$ cat config.mk
export PLATFORM = sky130hd
export DESIGN_NAME = sldrv_top
export DESIGN_NICKNAME = d
export VERILOG_FILES = /design/src/core/sldrv_pkg.sv /design/src/core/sldrv_if.sv /design/src/core/sldrv_shift.sv /design/src/core/sldrv_top.sv
export SDC_FILE = /design/constraint.sdc
export NUM_CORES = 1
export LEC_CHECK = 0
export ABC_AREA = 1
export BUFFER_PORTS_ARGS = -buffer_cell sky130_fd_sc_hd__buf_2
export CORE_MARGIN = 5
export CORE_UTILIZATION = 30
export CTS_CLUSTER_DIAMETER = 120
export DETAILED_ROUTE_END_ITERATION = 16
export PLACE_DENSITY = 0.54
export SETUP_SLACK_MARGIN = 0.1
export SKIP_LAST_GASP = 1
export SYNTH_ARGS = -nofsm -noshare
export SYNTH_HDL_FRONTEND = slang
export SYNTH_SLANG_ARGS = --single-unit
$ cat constraint.sdc
create_clock -name clk_i -period 0.9 [get_ports clk_i]
set_input_delay 0.27 -clock clk_i [delete_from_list [all_inputs] [get_ports clk_i]]
set_output_delay 0.27 -clock clk_i [all_outputs]
set_load 0.1 [all_outputs]
$ cat src/core/sldrv_pkg.sv
// Purpose: Shared constants for the serial latched driver block.
// Assumes: One system clock; shift clock and strobe arrive as plain inputs.
// Notes:   Stage count is fixed by the device.
package sldrv_pkg;
	localparam int unsigned STAGES      = 10;
	localparam logic [9:0]  SHIFT_RESET = 10'h000;
	localparam logic [9:0]  LATCH_RESET = 10'h000;
endpackage : sldrv_pkg

$ cat src/core/sldrv_if.sv
// Purpose: Carries the shift register state from the shift stage to the top.
// Assumes: Same clock on both sides.
// Notes:   The shift module drives stages and the top reads them; the top drives shift_now.
`timescale 1ns/10ps
`default_nettype none
interface sldrv_if;
	import sldrv_pkg::*;
	logic [STAGES-1:0] stages;
	logic              shift_now;
	modport src (output stages, input shift_now);
	modport dst (input stages, output shift_now);
endinterface : sldrv_if
`default_nettype wire

$ cat src/core/sldrv_shift.sv
// Purpose: Ten-stage serial shift register advanced on shift clock edges.
// Assumes: shift_now is a one-cycle pulse marking a rising shift edge.
// Notes:   Stage 0 takes the serial input; the last stage feeds the chain.
`timescale 1ns/10ps
`default_nettype none
module sldrv_shift
	import sldrv_pkg::*;
(
	// Clock, reset and enable.
	input  wire logic clk_i,
	input  wire logic arst_n_i,
	input  wire logic ce_i,
	// Serial data.
	input  wire logic serial_in_i,
	sldrv_if.src      sr
);
	typedef struct packed {
		logic [STAGES-1:0] sr;
	} sldrv_shift_s;

	sldrv_shift_s st;
	sldrv_shift_s next_st;

	always_comb begin
		next_st = st;
		if (sr.shift_now) begin
			next_st.sr = {st.sr[STAGES-2:0], serial_in_i};
		end
	end

	always_ff @(posedge clk_i or negedge arst_n_i) begin
		if (!arst_n_i) begin
			st.sr <= SHIFT_RESET;
		end else if (ce_i) begin
			st <= next_st;
		end
	end

	assign sr.stages = st.sr;

	a_shift_only_edge: assert property (
		@(posedge clk_i) disable iff (!arst_n_i)
		(ce_i && !sr.shift_now) |=> $stable(st.sr))
		else $error("Shift register changed without a shift edge.");
	a_shift_capture_in: assert property (
		@(posedge clk_i) disable iff (!arst_n_i)
		(ce_i && sr.shift_now) |=> st.sr[0] == $past(serial_in_i))
		else $error("First stage did not capture serial input.");
	a_shift_advance: assert property (
		@(posedge clk_i) disable iff (!arst_n_i)
		(ce_i && sr.shift_now) |=>
		st.sr[STAGES-1:1] == $past(st.sr[STAGES-2:0]))
		else $error("Shift register did not advance one stage.");
	a_shift_frozen: assert property (
		@(posedge clk_i) disable iff (!arst_n_i)
		!ce_i |=> $stable(st.sr))
		else $error("Shift register moved while the enable was low.");
endmodule : sldrv_shift
`default_nettype wire

$ cat src/core/sldrv_top.sv
// Purpose: Serial-input latched driver with ten blankable driver outputs.
// Assumes: Shift clock, strobe, blank and data are synchronous to clk_i.
// Notes:   Driver outputs lag strobe and blank by one clock cycle; a shift edge reaches the outputs two cycles later.
// Contract
// Ten shift stages, one per driver output, loaded from the serial input.
// A rising shift clock edge captures the serial input into stage one.
// The same edge moves every bit one stage toward the serial output.
// While the strobe is high the latch takes the shift register contents.
// A strobe held high makes the latch transparent to the shift register.
// While blanking is high every driver output is forced low.
// Without strobe use the controller should blank while shifting.
// The serial output always shows the last shift stage; the code registers it, so it follows that stage one clk_i cycle late.
// Devices chain by wiring serial output to the next serial input.
// With blanking low each driver output follows its latch bit.
// With the strobe low the latch holds its contents.
// The shift register changes only on rising shift clock edges.
`timescale 1ns/10ps
`default_nettype none
module sldrv_top
	import sldrv_pkg::*;
(
	// Clock, reset and enable.
	input  wire logic              clk_i,
	input  wire logic              arst_n_i,
	input  wire logic              ce_i,
	// Controller pins.
	input  wire logic              shift_clk_i,
	input  wire logic              serial_in_i,
	input  wire logic              latch_strobe_i,
	input  wire logic              output_blank_i,
	// Chain and driver outputs.
	output logic                   serial_out_o,
	output logic [STAGES-1:0]      driver_output_o
);
	typedef struct packed {
		logic              clk_prev;
		logic [STAGES-1:0] latch;
		logic [STAGES-1:0] drv;
		logic              sout;
	} sldrv_top_s;

	sldrv_top_s st;
	sldrv_top_s next_st;
	sldrv_if    sr_if ();

	sldrv_shift u_shift (
		.clk_i       (clk_i),
		.arst_n_i    (arst_n_i),
		.ce_i        (ce_i),
		.serial_in_i (serial_in_i),
		.sr          (sr_if.src)
	);

	// Rising shift clock edge seen as a one-cycle pulse.
	assign sr_if.shift_now = shift_clk_i && !st.clk_prev;

	always_comb begin
		next_st = st;
		next_st.clk_prev = shift_clk_i;
		if (latch_strobe_i) begin
			next_st.latch = sr_if.stages;
		end // otherwise hold.
		if (output_blank_i) begin
			next_st.drv = '0;
		end else begin
			next_st.drv = next_st.latch;
		end
		next_st.sout = sr_if.stages[STAGES-1];
	end

	always_ff @(posedge clk_i or negedge arst_n_i) begin
		if (!arst_n_i) begin
			st.clk_prev <= 1'b0;
			st.latch    <= LATCH_RESET;
			st.drv      <= LATCH_RESET;
			st.sout     <= 1'b0;
		end else if (ce_i) begin
			st <= next_st;
		end
	end

	assign serial_out_o    = st.sout;
	assign driver_output_o = st.drv;

	// Latch and driver behaviour, one cycle after the inputs are seen.

	a_blank_forces_low: assert property (
		@(posedge clk_i) disable iff (!arst_n_i)
		(ce_i && output_blank_i) |=> driver_output_o == '0)
		else $error("Outputs not low while blanked.");

	a_latch_holds: assert property (
		@(posedge clk_i) disable iff (!arst_n_i)
		(ce_i && !latch_strobe_i) |=> $stable(st.latch))
		else $error("Latch changed with strobe low.");

	a_latch_loads: assert property (
		@(posedge clk_i) disable iff (!arst_n_i)
		(ce_i && latch_strobe_i) |=> st.latch == $past(sr_if.stages))
		else $error("Latch did not take shift contents.");

	a_drive_follows: assert property (
		@(posedge clk_i) disable iff (!arst_n_i)
		(ce_i && !output_blank_i) |=> driver_output_o == st.latch)
		else $error("Outputs do not follow latch.");

	a_serial_out_last: assert property (
		@(posedge clk_i) disable iff (!arst_n_i)
		ce_i |=> serial_out_o == $past(sr_if.stages[STAGES-1]))
		else $error("Serial output is not the last stage.");

	a_transparent: assert property (
		@(posedge clk_i) disable iff (!arst_n_i)
		(ce_i && latch_strobe_i && !output_blank_i) |=>
		driver_output_o == $past(sr_if.stages))
		else $error("Transparent latch outputs wrong.");

	a_blank_over_strobe: assert property (
		@(posedge clk_i) disable iff (!arst_n_i)
		(ce_i && output_blank_i && latch_strobe_i) |=>
		(driver_output_o == '0 && st.latch == $past(sr_if.stages)))
		else $error("Blanking did not win over a strobe load.");

	a_unblank_latch: assert property (
		@(posedge clk_i) disable iff (!arst_n_i)
		(ce_i && !output_blank_i && !latch_strobe_i) |=>
		driver_output_o == $past(st.latch))
		else $error("Outputs do not show the held latch.");

	a_idle_stable: assert property (
		@(posedge clk_i) disable iff (!arst_n_i)
		(ce_i && !latch_strobe_i && !output_blank_i) ##1
		(ce_i && !latch_strobe_i && !output_blank_i) |=>
		$stable(driver_output_o))
		else $error("Outputs moved with strobe and blanking low.");

	a_drive_masked: assert property (
		@(posedge clk_i) disable iff (!arst_n_i)
		ce_i |=> driver_output_o ==
		(st.latch & {STAGES{!$past(output_blank_i)}}))
		else $error("Outputs are neither the latch nor low.");

	// The latch takes the register as it stood before a same-cycle shift.
	a_load_pre_shift: assert property (
		@(posedge clk_i) disable iff (!arst_n_i)
		(ce_i && latch_strobe_i && sr_if.shift_now) |=>
		st.latch[STAGES-2:0] == sr_if.stages[STAGES-1:1])
		else $error("Latch took the register after the shift.");

	a_transparent_chain: assert property (
		@(posedge clk_i) disable iff (!arst_n_i)
		(ce_i && latch_strobe_i && !output_blank_i && sr_if.shift_now) ##1
		(ce_i && latch_strobe_i && !output_blank_i) |=>
		driver_output_o[0] == $past(serial_in_i, 2))
		else $error("First output does not show the new serial bit.");

	a_transparent_sout: assert property (
		@(posedge clk_i) disable iff (!arst_n_i)
		(ce_i && latch_strobe_i && !output_blank_i) |=>
		driver_output_o[STAGES-1] == serial_out_o)
		else $error("Last output and serial output disagree.");

	// Serial output timing along the chain.

	a_sout_after_shift: assert property (
		@(posedge clk_i) disable iff (!arst_n_i)
		(ce_i && sr_if.shift_now) ##1 ce_i |=>
		serial_out_o == $past(sr_if.stages[STAGES-2], 2))
		else $error("Serial output did not take the next stage.");

	a_sout_quiet: assert property (
		@(posedge clk_i) disable iff (!arst_n_i)
		(ce_i && !sr_if.shift_now) ##1 ce_i |=>
		$stable(serial_out_o))
		else $error("Serial output moved without a shift edge.");

	// Edge detection on the shift clock pin.

	a_edge_history: assert property (
		@(posedge clk_i) disable iff (!arst_n_i)
		ce_i |=> st.clk_prev == $past(shift_clk_i))
		else $error("Shift clock history lost a sample.");

	a_edge_single: assert property (
		@(posedge clk_i) disable iff (!arst_n_i)
		(ce_i && sr_if.shift_now) |=> !sr_if.shift_now)
		else $error("A held shift clock gave two shift edges.");

	// A low enable must leave every register as it was.

	a_freeze_latch: assert property (
		@(posedge clk_i) disable iff (!arst_n_i)
		!ce_i |=> $stable(st.latch))
		else $error("Latch moved while the enable was low.");

	a_freeze_drive: assert property (
		@(posedge clk_i) disable iff (!arst_n_i)
		!ce_i |=> $stable(driver_output_o))
		else $error("Outputs moved while the enable was low.");

	a_freeze_sout: assert property (
		@(posedge clk_i) disable iff (!arst_n_i)
		!ce_i |=> $stable(serial_out_o))
		else $error("Serial output moved while the enable was low.");

	a_freeze_edge: assert property (
		@(posedge clk_i) disable iff (!arst_n_i)
		!ce_i |=> $stable(st.clk_prev))
		else $error("Shift clock history moved while disabled.");

	// Each driver bit is checked on its own so a failure names the output.
	for (genvar g = 0; g < STAGES; g++) begin : g_bit
		a_bit_blank: assert property (
			@(posedge clk_i) disable iff (!arst_n_i)
			(ce_i && output_blank_i) |=> !driver_output_o[g])
			else $error("A blanked driver output is high.");

		a_bit_follow: assert property (
			@(posedge clk_i) disable iff (!arst_n_i)
			(ce_i && !output_blank_i) |=> driver_output_o[g] == st.latch[g])
			else $error("A driver output differs from its latch bit.");

		a_bit_load: assert property (
			@(posedge clk_i) disable iff (!arst_n_i)
			(ce_i && latch_strobe_i) |=>
			st.latch[g] == $past(sr_if.stages[g]))
			else $error("A latch bit did not take its stage.");

		a_bit_hold: assert property (
			@(posedge clk_i) disable iff (!arst_n_i)
			(ce_i && !latch_strobe_i) |=> $stable(st.latch[g]))
			else $error("A latch bit changed with strobe low.");
	end
endmodule : sldrv_top
`default_nettype wire

==> flow_metrics.env <==
export IMPL_grt_pass1_vias=1074
export IMPL_diodes=0
export IMPL_tns_ns=-2.67
export IMPL_num_rows=26
export IMPL_yosysSeqAreaShare_pct=52.7
export IMPL_avgSynthCellArea_um2=8.45
export IMPL_grtUsageTotal_pct=9.71
export IMPL_timing_final_ws_setup_ns=-0.314
export IMPL_fmax_mhz=824
export IMPL_vias=1113
export IMPL_netlist_instances=180
export IMPL_viasPerCell=4.08
export IMPL_violations="setup timing"
export IMPL_fillers=534
export IMPL_routed_wl_mm=2.84
export IMPL_async_flop_share_pct=100
export IMPL_cpPeakStageDelay_ns=0.49
export IMPL_die_h_um=81.2
export IMPL_leakage_nw=1.03
export IMPL_clkTransAtPathRegs_ns=0.07
export IMPL_antenna_found_initial=0
export IMPL_worst_clock_skew_ns=0.00658
export IMPL_worst_path_max_delay_cell="dfrtp_4"
export IMPL_yosys_area_top_type="dfrtp_1"
export IMPL_ys_top_cells_by_area="dfrtp_1 53%, nand2_1 22%, buf_4 6.9%, o21ai_2 5.8%, nand3_1 3.3%"
export IMPL_numPortBuffers=17
export IMPL_maxCapViolCount=0
export IMPL_synthFlopType="dfrtp_1"
export IMPL_clkLatencyLatePin_ns=0.28
export IMPL_slew_headroom_pct=84.8
export IMPL_gr_total_overflow=0
export IMPL_post_synth_top_count_cell="nand2_1"
export IMPL_grt_max_degree=33
export IMPL_area_delta_synth_final_pct=34.3
export IMPL_ios=18
export IMPL_pre_cts_ws_ns=-0.104
export IMPL_ir_drop_v=0.000641
export IMPL_cts_root_buf="clkbuf_8"
export IMPL_setup_violations=16
export IMPL_cp_required_ns=0.63
export IMPL_ys_warnings_count=0
export IMPL_hp_class="in2reg"
export IMPL_post_dp_hpwl_mm=1.82
export IMPL_start_kind="flip-flop"
export IMPL_outcome="finished with violations"
export IMPL_crit_arrival_ns=0.94
export IMPL_period_needed_ns=1.21
export IMPL_h_tree_depth=2
export IMPL_hold_violations=0
export IMPL_crit_fanout=2
export IMPL_crit_family="flip-flops"
export IMPL_fp_dieArea_um2=6590
export IMPL_ant_nets=0
export IMPL_post_drt_wl_per_cell_um=10.4
export IMPL_syn_area_um2=1520
export IMPL_critical_path_cell_chain="buf_12"
export IMPL_ys_ff_latch=32
export IMPL_endpoint_kind="output port"
export IMPL_synth_common_cells="90 x nand2_1, 32 x dfrtp_1, 14 x buf_4, 11 x inv_1"
export IMPL_cts_buffer_depth=2
export IMPL_rsz0062_at_grt="true"
export IMPL_core_area_um2=5010
export IMPL_grt_pass1_wl_mm=4.91
export IMPL_drt_iter0_markers=80
export IMPL_cts_inserted_buffers=5
export IMPL_cts_sinks=32
export IMPL_drive_gt1_share_pct=38.9
export IMPL_start_util_pct=30.3
export IMPL_tightest_slew_ns=0.228
export IMPL_chipWidth_um=81.2
export IMPL_maxSlewViolCount=0
export IMPL_path_class="reg2out"
export IMPL_yosysTopAreaCellShare_pct=52.7
export IMPL_drc=0
export IMPL_fin_crit_sh_pct=135
export IMPL_power_density_nw_per_um2=2250
export IMPL_cts_tree="done"
export IMPL_ys_types=13
export IMPL_gp_congestion=0.766
export IMPL_synth_fp_nets=187
export IMPL_synth_edf_count=0
export IMPL_critPathBufInv=1
export IMPL_holdWs_ns=0.241
export IMPL_drt_pass1_iterations=4
export IMPL_fin_nets=211
## report_power, final
group	internal, W	leakage [nW]	switching [W]
registers	0.00172	0.430	0.000188
clock network	0.000514	0.0371	0.000486
logic	0.000685	0.567	0.000994
## placed cells by master (no fill, tap or decap), types with 2 or more instances in the layout
master	netlist	final
buf_12	0	14
buf_4	14	12
nand2_1	90	76
clkbuf_8	0	5
buf_2	1	6
buf_6	3	2
dfrtp_1	32	31
inv_2	2	3
nand3_1	10	4
nand3_2	0	6
inv_1	11	10
nand2_2	4	18
o21ai_2	10	10
## metrics by stage
step / instances / util, % / instance area, um^2 / total power, W
after floorplan: 180 / - / 1620 / 0.00309
final: 273 / 40.8 / 2040 / 0.00459
after global placement: 254 / 36.1 / 1810 / 0.00337
after CTS: 267 / 38.7 / 1940 / 0.00449
after global routing: 273 / 40.8 / 2040 / 0.00486
after detailed placement: 254 / 36.1 / 1810 / 0.00338
## registers in the layout (all words and copies together), names as in the netlist
name and flops:
serial_out_o 1, driver_output_o 10, u_shift.sr.stages 10, st 11
## final timing paths
check,slack (ns),to,cells after the start,startpoint
min in group asynchronous,0.47,driver_output_o[0],3,arst_n_i
max,-0.31,serial_out_o,1,serial_out_o
max reg2reg,-0.01,u_shift.sr.stages[2],5,st[21]
max in group asynchronous,0.24,serial_out_o,3,arst_n_i
min,0.24,st[21],3,shift_clk_i
min reg2reg,0.48,st[11],2,st[11]
## what timing repair did
action	in CTS	in global routing
hold endpoints to repair	32	0
endpoints found under the setup margin	25	41
hold buffers	1	0
setup buffers	6	6
gates resized for setup	1	16
pin swaps	0	13
## kinds of logic (layout without fill, tap and decap cells)
kind of cell           Yosys count  count (layout)  synth area share (%)
AO/OA/AOI/OAI                   11              11                  6.09
flip-flops                      32              32                  52.7
buffers and inverters           32              55                  12.9
AND/OR/NAND/NOR                105             105                  28.3
## metal layers
layer | share of wire (%) | vias to the layer above | routed length, um | track usage, %
met1 | 49 | 500 | 1400 | 13.2
met4 | 2.2 | 0 | 63 | 5.07
met5 | 0 | - | 0 | 0
met2 | 43 | 29 | 1210 | 13.5
li1 | - | 578 | - | -
met3 | 5.7 | 6 | 161 | 3.22
## final cells by class
class	count	area, um^2	area share, %
flip-flops and latches	32	805	39.4
repair buffers	35	433	21.2
multi-input cells	116	588	28.8
inverters	14	56.3	2.76
clock buffers	6	72.6	3.55
well taps	70	87.6	4.29
Power figures use the tool's default switching activity.
